===== src/rtl/mdac_pkg.sv =====
// Package with subaddresses, field positions and reset values of the mode detect register bank.
package mdac_pkg;
  localparam logic [7:0] ADDR_SCRATCH = 8'h02;
  localparam logic [7:0] ADDR_IRQ_STATUS = 8'h03;
  localparam logic [7:0] ADDR_SYNC_STATUS = 8'h04;
  localparam logic [7:0] ADDR_FRAME_LINES_LO = 8'h05;
  localparam logic [7:0] ADDR_FRAME_LINES_HI = 8'h06;
  localparam logic [7:0] ADDR_LINE_CLOCKS_LO = 8'h07;
  localparam logic [7:0] ADDR_LINE_CLOCKS_HI = 8'h08;
  localparam logic [7:0] ADDR_REF_LINE_LO = 8'h09;
  localparam logic [7:0] ADDR_REF_LINE_HI = 8'h0a;
  localparam logic [7:0] ADDR_REF_PIXEL_LO = 8'h0b;
  localparam logic [7:0] ADDR_REF_PIXEL_HI = 8'h0c;
  localparam logic [7:0] ADDR_BLACK_THRESHOLD = 8'h0d;
  localparam logic [7:0] ADDR_REF_RED = 8'h0e;
  localparam logic [7:0] ADDR_REF_GREEN = 8'h0f;
  localparam logic [7:0] ADDR_REF_BLUE = 8'h10;
  localparam logic [7:0] ADDR_DARK_LINES = 8'h11;
  localparam logic [7:0] ADDR_DARK_PIXELS_LO = 8'h12;
  localparam logic [7:0] ADDR_DARK_PIXELS_HI = 8'h13;
  localparam logic [7:0] ADDR_LIT_LINES_LO = 8'h14;
  localparam logic [7:0] ADDR_LIT_LINES_HI = 8'h15;
  localparam logic [7:0] ADDR_LIT_PIXELS_LO = 8'h16;
  localparam logic [7:0] ADDR_LIT_PIXELS_HI = 8'h17;
  localparam logic [7:0] ADDR_CONFIG1 = 8'h18;
  localparam logic [7:0] ADDR_CONFIG2 = 8'h19;
  // Configuration register 1 fields.
  localparam int C1_PROC_RESET = 0;
  localparam int C1_MEM_RESET = 1;
  localparam int C1_INPUT_RESET = 2;
  localparam int C1_MEM_INIT = 3;
  localparam int C1_MEM_ABSENT = 4;
  localparam int C1_ONE_CONVERTER = 5;
  localparam int C1_IRQ_ACK = 6;
  // Configuration register 2 fields.
  localparam int C2_OUT_POWER_DOWN = 0;
  localparam int C2_BLANK = 1;
  localparam int C2_DITHER = 2;
  localparam int C2_RGB_STRAIGHT = 3;
  localparam int C2_CLK_FROM_MEM = 4;
  // Values after reset.
  localparam logic [7:0] CONFIG1_RESET = 8'h07;
  localparam logic [7:0] CONFIG2_RESET = 8'h00;
  localparam logic [7:0] SCRATCH_RESET = 8'h00;
  localparam logic [7:0] THRESHOLD_RESET = 8'h10;
  // Sync is declared absent after this many clocks without an edge.
  localparam int SYNC_TIMEOUT_CYCLES = 4096;
endpackage : mdac_pkg


===== src/rtl/mdac_top.sv =====
// Mode detection, auto adjustment measurement and configuration register bank.
`timescale 1ns/10ps
`default_nettype none
module mdac_top #(
  parameter int SYNC_TIMEOUT = mdac_pkg::SYNC_TIMEOUT_CYCLES
) (
  input wire logic clk_sys,
  input wire logic reset,
  input wire logic clk_en,
  input wire logic reg_wr,
  input wire logic reg_rd,
  input wire logic [7:0] reg_addr,
  input wire logic [7:0] reg_wdata,
  output logic [7:0] reg_rdata,
  input wire logic irq_event,
  output logic irq_n,
  input wire logic hsync_in,
  input wire logic vsync_in,
  input wire logic pix_valid,
  input wire logic [7:0] pix_red,
  input wire logic [7:0] pix_green,
  input wire logic [7:0] pix_blue,
  output logic proc_path_reset,
  output logic mem_path_reset,
  output logic input_path_reset,
  output logic mem_init_start,
  output logic mem_absent,
  output logic single_converter,
  output logic out_power_down,
  output logic blank_screen,
  output logic dither_enable,
  output logic yuv_matrix_enable,
  output logic yuv_clk_from_mem_pin
);

  // ****************************************************************
  // State record
  // ****************************************************************
  typedef struct packed {
    logic [7:0] rdata;
    logic irq_n;
    logic [7:0] scratch;
    logic [7:0] cfg1;
    logic [7:0] cfg2;
    logic init_pulse;
    logic [10:0] ref_line;
    logic [11:0] ref_pixel;
    logic [7:0] threshold;
    logic hs_prev;
    logic vs_prev;
    logic [12:0] hs_idle;
    logic [12:0] vs_idle;
    logic hs_present;
    logic vs_present;
    logic hs_pol;
    logic vs_pol;
    logic [11:0] clk_cnt;
    logic [11:0] line_clocks;
    logic [10:0] line_cnt;
    logic [10:0] frame_lines;
    logic [11:0] pix_cnt;
    logic [7:0] ref_r;
    logic [7:0] ref_g;
    logic [7:0] ref_b;
    logic line_lit;
    logic dark_run_px;
    logic dark_run_ln;
    logic [8:0] dpix_cnt;
    logic [8:0] dark_pixels;
    logic [11:0] lpix_cnt;
    logic [11:0] lit_pixels;
    logic [7:0] dline_cnt;
    logic [7:0] dark_lines;
    logic [10:0] lline_cnt;
    logic [10:0] lit_lines;
  } mdac_state_s;

  mdac_state_s st_q;
  mdac_state_s st_d;
  logic hs_edge;
  logic vs_edge;
  logic px_black;
  logic px_lit;
  logic [7:0] rd_mux;

  // Active edge of each sync follows the polarity detected for it.
  assign hs_edge = st_q.hs_pol ? (hsync_in & ~st_q.hs_prev) : (~hsync_in & st_q.hs_prev);
  assign vs_edge = st_q.vs_pol ? (vsync_in & ~st_q.vs_prev) : (~vsync_in & st_q.vs_prev);
  // A pixel is black when no component exceeds the threshold colour.
  assign px_black = (pix_red <= st_q.threshold) && (pix_green <= st_q.threshold) &&
                    (pix_blue <= st_q.threshold);
  // A valid pixel above the threshold makes its line non-black.
  assign px_lit = pix_valid & ~px_black;

  // ****************************************************************
  // Read multiplexer
  // ****************************************************************
  // Write-only and unmapped subaddresses read as zero.
  always_comb begin
    rd_mux = 8'h00;
    case (reg_addr)
      mdac_pkg::ADDR_SCRATCH: rd_mux = st_q.scratch;
      mdac_pkg::ADDR_IRQ_STATUS: rd_mux = {7'h00, st_q.irq_n};
      mdac_pkg::ADDR_SYNC_STATUS: begin
        rd_mux = {4'h0, st_q.vs_pol, st_q.hs_pol, ~st_q.vs_present, ~st_q.hs_present};
      end
      mdac_pkg::ADDR_FRAME_LINES_LO: rd_mux = st_q.frame_lines[7:0];
      mdac_pkg::ADDR_FRAME_LINES_HI: rd_mux = {5'h00, st_q.frame_lines[10:8]};
      mdac_pkg::ADDR_LINE_CLOCKS_LO: rd_mux = st_q.line_clocks[7:0];
      mdac_pkg::ADDR_LINE_CLOCKS_HI: rd_mux = {4'h0, st_q.line_clocks[11:8]};
      mdac_pkg::ADDR_REF_RED: rd_mux = st_q.ref_r;
      mdac_pkg::ADDR_REF_GREEN: rd_mux = st_q.ref_g;
      mdac_pkg::ADDR_REF_BLUE: rd_mux = st_q.ref_b;
      mdac_pkg::ADDR_DARK_LINES: rd_mux = st_q.dark_lines;
      mdac_pkg::ADDR_DARK_PIXELS_LO: rd_mux = st_q.dark_pixels[7:0];
      mdac_pkg::ADDR_DARK_PIXELS_HI: rd_mux = {7'h00, st_q.dark_pixels[8]};
      mdac_pkg::ADDR_LIT_LINES_LO: rd_mux = st_q.lit_lines[7:0];
      mdac_pkg::ADDR_LIT_LINES_HI: rd_mux = {5'h00, st_q.lit_lines[10:8]};
      mdac_pkg::ADDR_LIT_PIXELS_LO: rd_mux = st_q.lit_pixels[7:0];
      mdac_pkg::ADDR_LIT_PIXELS_HI: rd_mux = {4'h0, st_q.lit_pixels[11:8]};
      default: rd_mux = 8'h00;
    endcase
  end

  // ****************************************************************
  // Next state
  // ****************************************************************
  always_comb begin
    st_d = st_q;
    st_d.init_pulse = 1'b0;
    st_d.hs_prev = hsync_in;
    st_d.vs_prev = vsync_in;
    if (reg_rd) begin
      st_d.rdata = rd_mux;
    end
    // Register writes; the acknowledge and init bits act only on the write.
    if (reg_wr) begin
      case (reg_addr)
        mdac_pkg::ADDR_SCRATCH: st_d.scratch = reg_wdata;
        mdac_pkg::ADDR_REF_LINE_LO: st_d.ref_line[7:0] = reg_wdata;
        mdac_pkg::ADDR_REF_LINE_HI: st_d.ref_line[10:8] = reg_wdata[2:0];
        mdac_pkg::ADDR_REF_PIXEL_LO: st_d.ref_pixel[7:0] = reg_wdata;
        mdac_pkg::ADDR_REF_PIXEL_HI: st_d.ref_pixel[11:8] = reg_wdata[3:0];
        mdac_pkg::ADDR_BLACK_THRESHOLD: st_d.threshold = reg_wdata;
        mdac_pkg::ADDR_CONFIG1: begin
          st_d.cfg1 = {1'b0, reg_wdata[6:0]};
          st_d.init_pulse = reg_wdata[mdac_pkg::C1_MEM_INIT];
          if (reg_wdata[mdac_pkg::C1_IRQ_ACK]) begin
            st_d.irq_n = 1'b1;
          end
        end
        mdac_pkg::ADDR_CONFIG2: st_d.cfg2 = {3'h0, reg_wdata[4:0]};
        default: st_d.cfg2 = st_q.cfg2;
      endcase
    end
    // A new event beats a simultaneous acknowledge.
    if (irq_event) begin
      st_d.irq_n = 1'b0;
    end
    // Presence: an edge of either level must show up within the timeout.
    // The idle counter runs on to saturation so the polarity sample point is
    // reached even when the timeout is shorter than it.
    if (hsync_in != st_q.hs_prev) begin
      st_d.hs_idle = 13'h0000;
      st_d.hs_present = 1'b1;
    end else begin
      if (st_q.hs_idle != 13'h1fff) begin
        st_d.hs_idle = st_q.hs_idle + 13'h0001;
      end
      if (st_q.hs_idle >= 13'(SYNC_TIMEOUT)) begin
        st_d.hs_present = 1'b0;
      end
    end
    if (vsync_in != st_q.vs_prev) begin
      st_d.vs_idle = 13'h0000;
      st_d.vs_present = 1'b1;
    end else begin
      if (st_q.vs_idle != 13'h1fff) begin
        st_d.vs_idle = st_q.vs_idle + 13'h0001;
      end
      if (st_q.vs_idle >= 13'(SYNC_TIMEOUT)) begin
        st_d.vs_present = 1'b0;
      end
    end
    // Polarity guess: a sync that rests high mostly is a negative pulse.
    if (st_q.hs_idle == 13'h0100) begin
      st_d.hs_pol = ~hsync_in;
    end
    if (st_q.vs_idle == 13'h0100) begin
      st_d.vs_pol = ~vsync_in;
    end
    // Line timing and per-line measurements, frozen while input path is reset.
    if (!st_q.cfg1[mdac_pkg::C1_INPUT_RESET]) begin
      st_d.clk_cnt = st_q.clk_cnt + 12'h001;
      if (pix_valid) begin
        st_d.pix_cnt = st_q.pix_cnt + 12'h001;
        if (!px_black) begin
          st_d.line_lit = 1'b1;
          st_d.dark_run_px = 1'b0;
          st_d.lpix_cnt = st_q.lpix_cnt + 12'h001;
        end else if (st_q.dark_run_px) begin
          st_d.dpix_cnt = st_q.dpix_cnt + 9'h001;
        end
        if (st_q.line_cnt == st_q.ref_line && st_q.pix_cnt == st_q.ref_pixel) begin
          st_d.ref_r = pix_red;
          st_d.ref_g = pix_green;
          st_d.ref_b = pix_blue;
        end
      end
      if (hs_edge) begin
        st_d.line_clocks = st_q.clk_cnt + 12'h001;
        st_d.clk_cnt = 12'h000;
        // The pixel that arrives with the sync edge is the first of the new line.
        st_d.pix_cnt = {11'h000, pix_valid};
        st_d.line_cnt = st_q.line_cnt + 11'h001;
        st_d.line_lit = px_lit;
        st_d.dark_run_px = ~px_lit;
        st_d.dpix_cnt = {8'h00, pix_valid & px_black};
        st_d.lpix_cnt = {11'h000, px_lit};
        if (st_q.line_cnt == st_q.ref_line) begin
          st_d.dark_pixels = st_q.dpix_cnt;
          st_d.lit_pixels = st_q.lpix_cnt;
        end
        if (st_q.line_lit) begin
          st_d.dark_run_ln = 1'b0;
          st_d.lline_cnt = st_q.lline_cnt + 11'h001;
        end else if (st_q.dark_run_ln) begin
          st_d.dline_cnt = st_q.dline_cnt + 8'h01;
        end
      end
      if (vs_edge) begin
        st_d.frame_lines = st_q.line_cnt;
        st_d.line_cnt = 11'h000;
        st_d.dark_lines = st_q.dline_cnt;
        st_d.lit_lines = st_q.lline_cnt;
        st_d.dline_cnt = 8'h00;
        st_d.lline_cnt = 11'h000;
        st_d.dark_run_ln = 1'b1;
      end
    end
  end

  // ****************************************************************
  // State register
  // ****************************************************************
  always_ff @(posedge clk_sys) begin
    if (reset) begin
      st_q <= '0;
      st_q.irq_n <= 1'b1;
      st_q.hs_prev <= 1'b1;
      st_q.vs_prev <= 1'b1;
      st_q.cfg1 <= mdac_pkg::CONFIG1_RESET;
      st_q.cfg2 <= mdac_pkg::CONFIG2_RESET;
      st_q.scratch <= mdac_pkg::SCRATCH_RESET;
      st_q.threshold <= mdac_pkg::THRESHOLD_RESET;
    end else if (clk_en) begin
      st_q <= st_d;
    end
  end

  // Outputs come from the state flip-flops; only yuv_matrix_enable passes through an inverter.
  assign reg_rdata = st_q.rdata;
  assign irq_n = st_q.irq_n;
  assign proc_path_reset = st_q.cfg1[mdac_pkg::C1_PROC_RESET];
  assign mem_path_reset = st_q.cfg1[mdac_pkg::C1_MEM_RESET];
  assign input_path_reset = st_q.cfg1[mdac_pkg::C1_INPUT_RESET];
  assign mem_init_start = st_q.init_pulse;
  assign mem_absent = st_q.cfg1[mdac_pkg::C1_MEM_ABSENT];
  assign single_converter = st_q.cfg1[mdac_pkg::C1_ONE_CONVERTER];
  assign out_power_down = st_q.cfg2[mdac_pkg::C2_OUT_POWER_DOWN];
  assign blank_screen = st_q.cfg2[mdac_pkg::C2_BLANK];
  assign dither_enable = st_q.cfg2[mdac_pkg::C2_DITHER];
  assign yuv_matrix_enable = ~st_q.cfg2[mdac_pkg::C2_RGB_STRAIGHT];
  assign yuv_clk_from_mem_pin = st_q.cfg2[mdac_pkg::C2_CLK_FROM_MEM];

endmodule // mdac_top
`default_nettype wire


===== config.mk =====
export PLATFORM = sky130hd
export DESIGN_NAME = mdac_top
export DESIGN_NICKNAME = d
export VERILOG_FILES = /design/src/rtl/mdac_pkg.sv /design/src/rtl/mdac_top.sv
export SDC_FILE = /design/constraint.sdc
export NUM_CORES = 1
export LEC_CHECK = 0
export BUFFER_PORTS_ARGS = -buffer_cell sky130_fd_sc_hd__buf_2
export CORE_ASPECT_RATIO = 1.25
export CORE_UTILIZATION = 55
export DETAILED_ROUTE_END_ITERATION = 10
export PLACE_DENSITY = 0.73
export RECOVER_POWER = 25
export SLEW_MARGIN = 20
export SYNTH_ARGS = -nofsm -noshare
export SYNTH_HDL_FRONTEND = slang
export SYNTH_SLANG_ARGS = --single-unit

===== constraint.sdc =====
create_clock -name clk_sys -period 2.2 [get_ports clk_sys]
set_input_delay 0 -clock clk_sys [delete_from_list [all_inputs] [get_ports clk_sys]]
set_output_delay 0 -clock clk_sys [all_outputs]
set_load 0.01 [all_outputs]

== Word level (Yosys, flattened, before mapping) ==
Index checks and enable logic that the tools add are counted.
Operators by class
  equality and inequality tests: 34
  order comparisons: 5
  reductions and logical operators: 43
  mux-type cells: 45
  bitwise gates (word level): 16
  $add $sub $neg: 9
Operator list (number)
  one-hot mux 8 bit (17 select lines): 1
  == test 8 x 5 -> 1 bit (second input constant): 10
  2-to-1 mux 38 bit: 2
  == test 8 x 4 -> 1 bit (second input constant): 8
  2-to-1 mux 57 bit: 1
  2-to-1 mux 53 bit: 1
  2-to-1 mux 13 bit: 4
  2-to-1 mux 12 bit: 4
  2-to-1 mux 8 bit: 6
  adder 12 x 1 -> 12 bit (second input constant): 3
  2-to-1 mux 9 bit: 4
  AND reduction 3 bit: 12
  2-to-1 mux 35 bit: 1
  == test 8 x 3 -> 1 bit (second input constant): 4
  adder 13 x 1 -> 13 bit (second input constant): 2
  == test 13 x 9 -> 1 bit (second input constant): 2
  >= comparator 13 bit (second input constant): 2
  != test 13 bit (second input constant): 2
  nonzero test 2 bit: 13
  less-or-equal comparator 8 bit: 3
  2-to-1 mux 24 bit: 1
  adder 11 x 1 -> 11 bit (second input constant): 2
  2-to-1 mux 11 bit: 2
  2-to-1 mux 22 bit: 1
  other kinds (20): 61
Storage, ports and cells
  word-level logic and storage cells: 190
  flip-flop bits (word level): 258
  input port bits: 49
  output and inout port bits: 20

== Longest topological paths before layout ==
  depth after elaboration: 8
  gate-level depth with buffers: 10
  mapped depth without buffers: 9

== Least setup slack after synthesis ==
OpenSTA, ideal clock, no wires.
  path type: reg2reg
  from: register st_q[198] in the netlist's numbering
  to: register st_q[79] in the netlist's numbering
  stages on the path, launching flop included: 10
  setup time: 70 ps
  arrival time: 2227 ps
  data required time: 2130 ps
  slack: -98 ps
  period minus slack after synthesis: 2298 ps
  buffers on the path: 0
  cell sequence: dfxtp_1 -> inv_1 -> ha_1 -> nor2b_1 -> o211ai_1 -> a211o_1 -> nand4_1 -> or3_4 -> or4_1 -> a21oi_1
On the way
  cells in the longest elaborated chain, start to end: 5
  elaborated cells between the ends (all ways): 7
  classes of those cells: 3 x order compare; 4 x reduce/logical
Ends and longest elaborated chain
  start: declaration: RTL line mdac_top.sv:78  | mdac_state_s st_q;
  start signal: assignment: RTL line mdac_top.sv:257  | st_q <= st_d;
  less-or-equal comparator 8 bit: RTL line mdac_top.sv:90  | assign px_black = (pix_red <= st_q.threshold) && (pix_green <= st_q.threshold) &&
  logical AND 1 bit: RTL line mdac_top.sv:90
  logical AND 1 bit (*): RTL line mdac_top.sv:90
  nonzero test 2 bit (no line) (*)
  AND reduction 5 bit (no line) (*)
Mark *: on every way between the ends. The rest lies on a longest branch, timed or not.
A chain may end at the register's enable or synchronous reset.

== Final worst setup path ==
Same ends and word-level chain as after synthesis.

==> flow_metrics.env <==
export IMPL_outcome="finished, violations left"
export IMPL_violations="setup timing"
export IMPL_cpLargestDelayFamily="simple AND/OR/NAND/NOR gates"
export IMPL_period_share=1.02
export IMPL_clock_sinks=256
export IMPL_cp_num_buf_inv=1
export IMPL_cp_required_ps=2660
export IMPL_regToRegSetupSlack_ps=-50
export IMPL_synth_fa_ha_area_frac=0.0399
export IMPL_vias=11100
export IMPL_yosys_warnings=0
export IMPL_grt_overflow=0
export IMPL_ant_nets=0
export IMPL_die_area_sq_um=22800
export IMPL_antenna_found_initial=0
export IMPL_slew_headroom=0.476
export IMPL_drtPass1Iterations=5
export IMPL_cp_end_kind="flip-flop"
export IMPL_p_per_area_nw_per_um2=659
export IMPL_cp_max_fo=4
export IMPL_worst_pin_slew_ps=780
export IMPL_finalNonFillerCells=1876
export IMPL_dp_cells=1778
export IMPL_layout_setup_ws_ps=-46.3
export IMPL_slowest_delay_ps=410
export IMPL_place_ws_ps=-172
export IMPL_clk_pin_slew_worst_paths_ps=60
export IMPL_crit_top_cell="a21oi_1"
export IMPL_grt_pass1_wl_mm=55.1
export IMPL_cts_root_buf="clkbuf_16"
export IMPL_criticalPathCategory="reg2reg"
export IMPL_slowest_stage="or3_4"
export IMPL_drc=0
export IMPL_diodes=0
export IMPL_whs_ps=43.8
export IMPL_fin_setup_tns_ps=-48.4
export IMPL_syn_inst=1439
export IMPL_fin_crit_ps=2250
export IMPL_ys_types=69
export IMPL_ios=69
export IMPL_max_freq_ghz=0.445
export IMPL_peakVddDrop_v=0.000663
export IMPL_syn2layout_area_growth_pct=21.3
export IMPL_synth_mux_area_fraction=0.0800
export IMPL_hold_viol_final=0
export IMPL_critPathArrivalTime_ps=2710
export IMPL_drt_wl_total_mm=35.5
export IMPL_skew_ps=24.2
export IMPL_die_width_microns=135
export IMPL_drt_iter0_drc=846
export IMPL_viasPerCell=5.91
export IMPL_grt_setup_unrepaired="true"
export IMPL_synth_edf_count=0
export IMPL_maxCapViolations=0
export IMPL_yosys_area_share_simple=0.224
export IMPL_final_nets=1668
export IMPL_synth_top_flop_cell="dfxtp_1"
export IMPL_grt_max_degree=97
export IMPL_syn_nets=1527
export IMPL_h_tree_depth=1
export IMPL_syn_avg_cell_area_sq_um=8.49
export IMPL_synthXorXnorAreaFrac=0.0516
export IMPL_drt_wirelength_per_cell_microns=18.9
export IMPL_slew_violations=0
export IMPL_hpwl_mm=24.8
export IMPL_cts_path_max_buffers=3
export IMPL_start_util=0.565
export IMPL_path_cells="inv_4, ha_4, nor2b_4, o211ai_1, a21oi_1, o22a_2, or3_4, or4_1, a21oi_1"
export IMPL_synth_seq_area_share=0.420
export IMPL_drive_gt1_frac=0.151
export IMPL_synth_async_reset_ratio=0
export IMPL_startpoint_type="flip-flop"
export IMPL_grt_pass1_vias=10500
export IMPL_cts_tree="yes"
export IMPL_setup_violations=2
export IMPL_core_area_sq_um=21600
export IMPL_worstHoldPathType="in2reg"
export IMPL_gp_congestion=0.929
export IMPL_synth_top_family_by_area="simple AND/OR/NAND/NOR gates"
export IMPL_clkLatencyLatePin_ps=550
export IMPL_n_fill_cell=1777
export IMPL_io_buffers=68
export IMPL_total_power_mw=9.78
export IMPL_crit_start="st_q[198]$_SDFFE_PP0P_"
export IMPL_r2r_start="st_q[198]$_SDFFE_PP0P_"
export IMPL_netlist_area_sq_um=12200
export IMPL_grt_use_total=0.308
export IMPL_rows=60
export IMPL_synth_seq_cells=256
export IMPL_p_leak_nw=5.65
export IMPL_hp_start="clk_en"
export IMPL_cts_made_buffers=27
export IMPL_synth_compound_gate_area_share=0.142
export IMPL_die_y_microns=169
cell usage after synthesis (all sizes together), types with 5 or more instances:
library cell  instances  area (sq um)
clkbuf               55           206
o21ai                45           225
nand2               163           619
dfxtp               256          5120
and3                 20           125
and4                  6          52.6
mux2i                92           921
buf                  34           206
a221oi                8          70.1
nor2b                 8          50.1
o211ai                7          52.6
ha                   39           488
nor4                  8          71.3
a31oi                12          75.1
a22o                 19           166
a211oi               12          90.1
nand3                67           340
xor2                 50           438
xnor2                22           193
or4                   9          67.6
a21oi               116           581
nor3                 20           123
or3                  14          92.6
nand4                30           200
a311oi                7          61.3
nand2b                5          31.3
and2                  6          40.0
inv                  25          93.8
nor2                220           831
a22oi                13          97.6
flip-flops by register name (all words and copies together) (netlist names):
register,count
blank_screen,1
dither_enable,1
input_path_reset,1
irq_n,1
mem_absent,1
mem_init_start,1
mem_path_reset,1
out_power_down,1
proc_path_reset,1
reg_rdata,8
single_converter,1
st_q,237
yuv_clk_from_mem_pin,1
cell families after synthesis:
family	Yosys count
xor+xnor	72
compound gates	274
fa+ha+maj	39
simple gates	586
mux	96
buf+inv	116
flops	256
final timing paths:
check / end / cells after the start
max reg2reg: st_q[79]$_SDFFE_PP0P_ / 9
min reg2reg: st_q[9]$_SDFFE_PP0P_ / 2
max: st_q[79]$_SDFFE_PP0P_ / 9
min: st_q[195]$_SDFFE_PP1P_ / 3
report_power, final:
part	total [mW]	internal, mW	switching, mW
clock	4.49	2.64	1.85
combinational	0.606	0.232	0.374
sequential	4.68	4.66	0.0216
layout by cell type, fill, tap and decap left out, drive strengths merged, types with 22 or more instances in the layout:
cell,n
dfxtp,256
nor2,220
nand2,163
buf,129
a21oi,116
mux2i,92
clkbuf,69
nand3,67
xor2,50
o21ai,45
dlygate4sd3,40
ha,39
nand4,30
inv,26
xnor2,22
worst reg2reg max path, cell delays in order (launching register included):
cell and delay [ps]:
dfxtp_2 330, inv_4 90, ha_4 200, nor2b_4 120, o211ai_1 150, a21oi_1 90, o22a_2 270, or3_4 410
or4_1 400, a21oi_1 120
final cells by class:
| cell class | count | area (sq um) | share of cell area |
|---|---|---|---|
| clock inverter | 9 | 104 | 0.00701 |
| timing repair buffer | 201 | 1540 | 0.104 |
| tap | 279 | 349 | 0.0235 |
| clock buffer | 37 | 763 | 0.0515 |
| sequential | 256 | 5130 | 0.346 |
| inverter | 27 | 106 | 0.00717 |
| multi-input combinational | 1067 | 6830 | 0.461 |
stage by stage:
step / instance area [sq um] / utilization
after floorplan: 12200 / -
after global placement: 13200 / 0.612
after detailed placement: 13200 / 0.612
after CTS: 14700 / 0.678
after global routing: 14800 / 0.686
final: 14800 / 0.686
routing by layer:
layer  vias to the layer above  share of wire  global-route usage
li1                       5344              -                   -
met1                      5239           0.41               0.372
met2                       410           0.49               0.534
met3                       100          0.057              0.0401
met4                         0          0.043               0.147
met5                         -              0                   0
timing repair:
action | in CTS | in global routing
setup buffers | 5 | 3
cloned | 1 | 3
hold buffers | 40 | 0
endpoints found under the hold margin | 120 | 0
endpoints found under the setup margin | 20 | 39
pin swaps | 18 | 17
resized for setup | 28 | 41
Power figures use the tool's default switching activity.
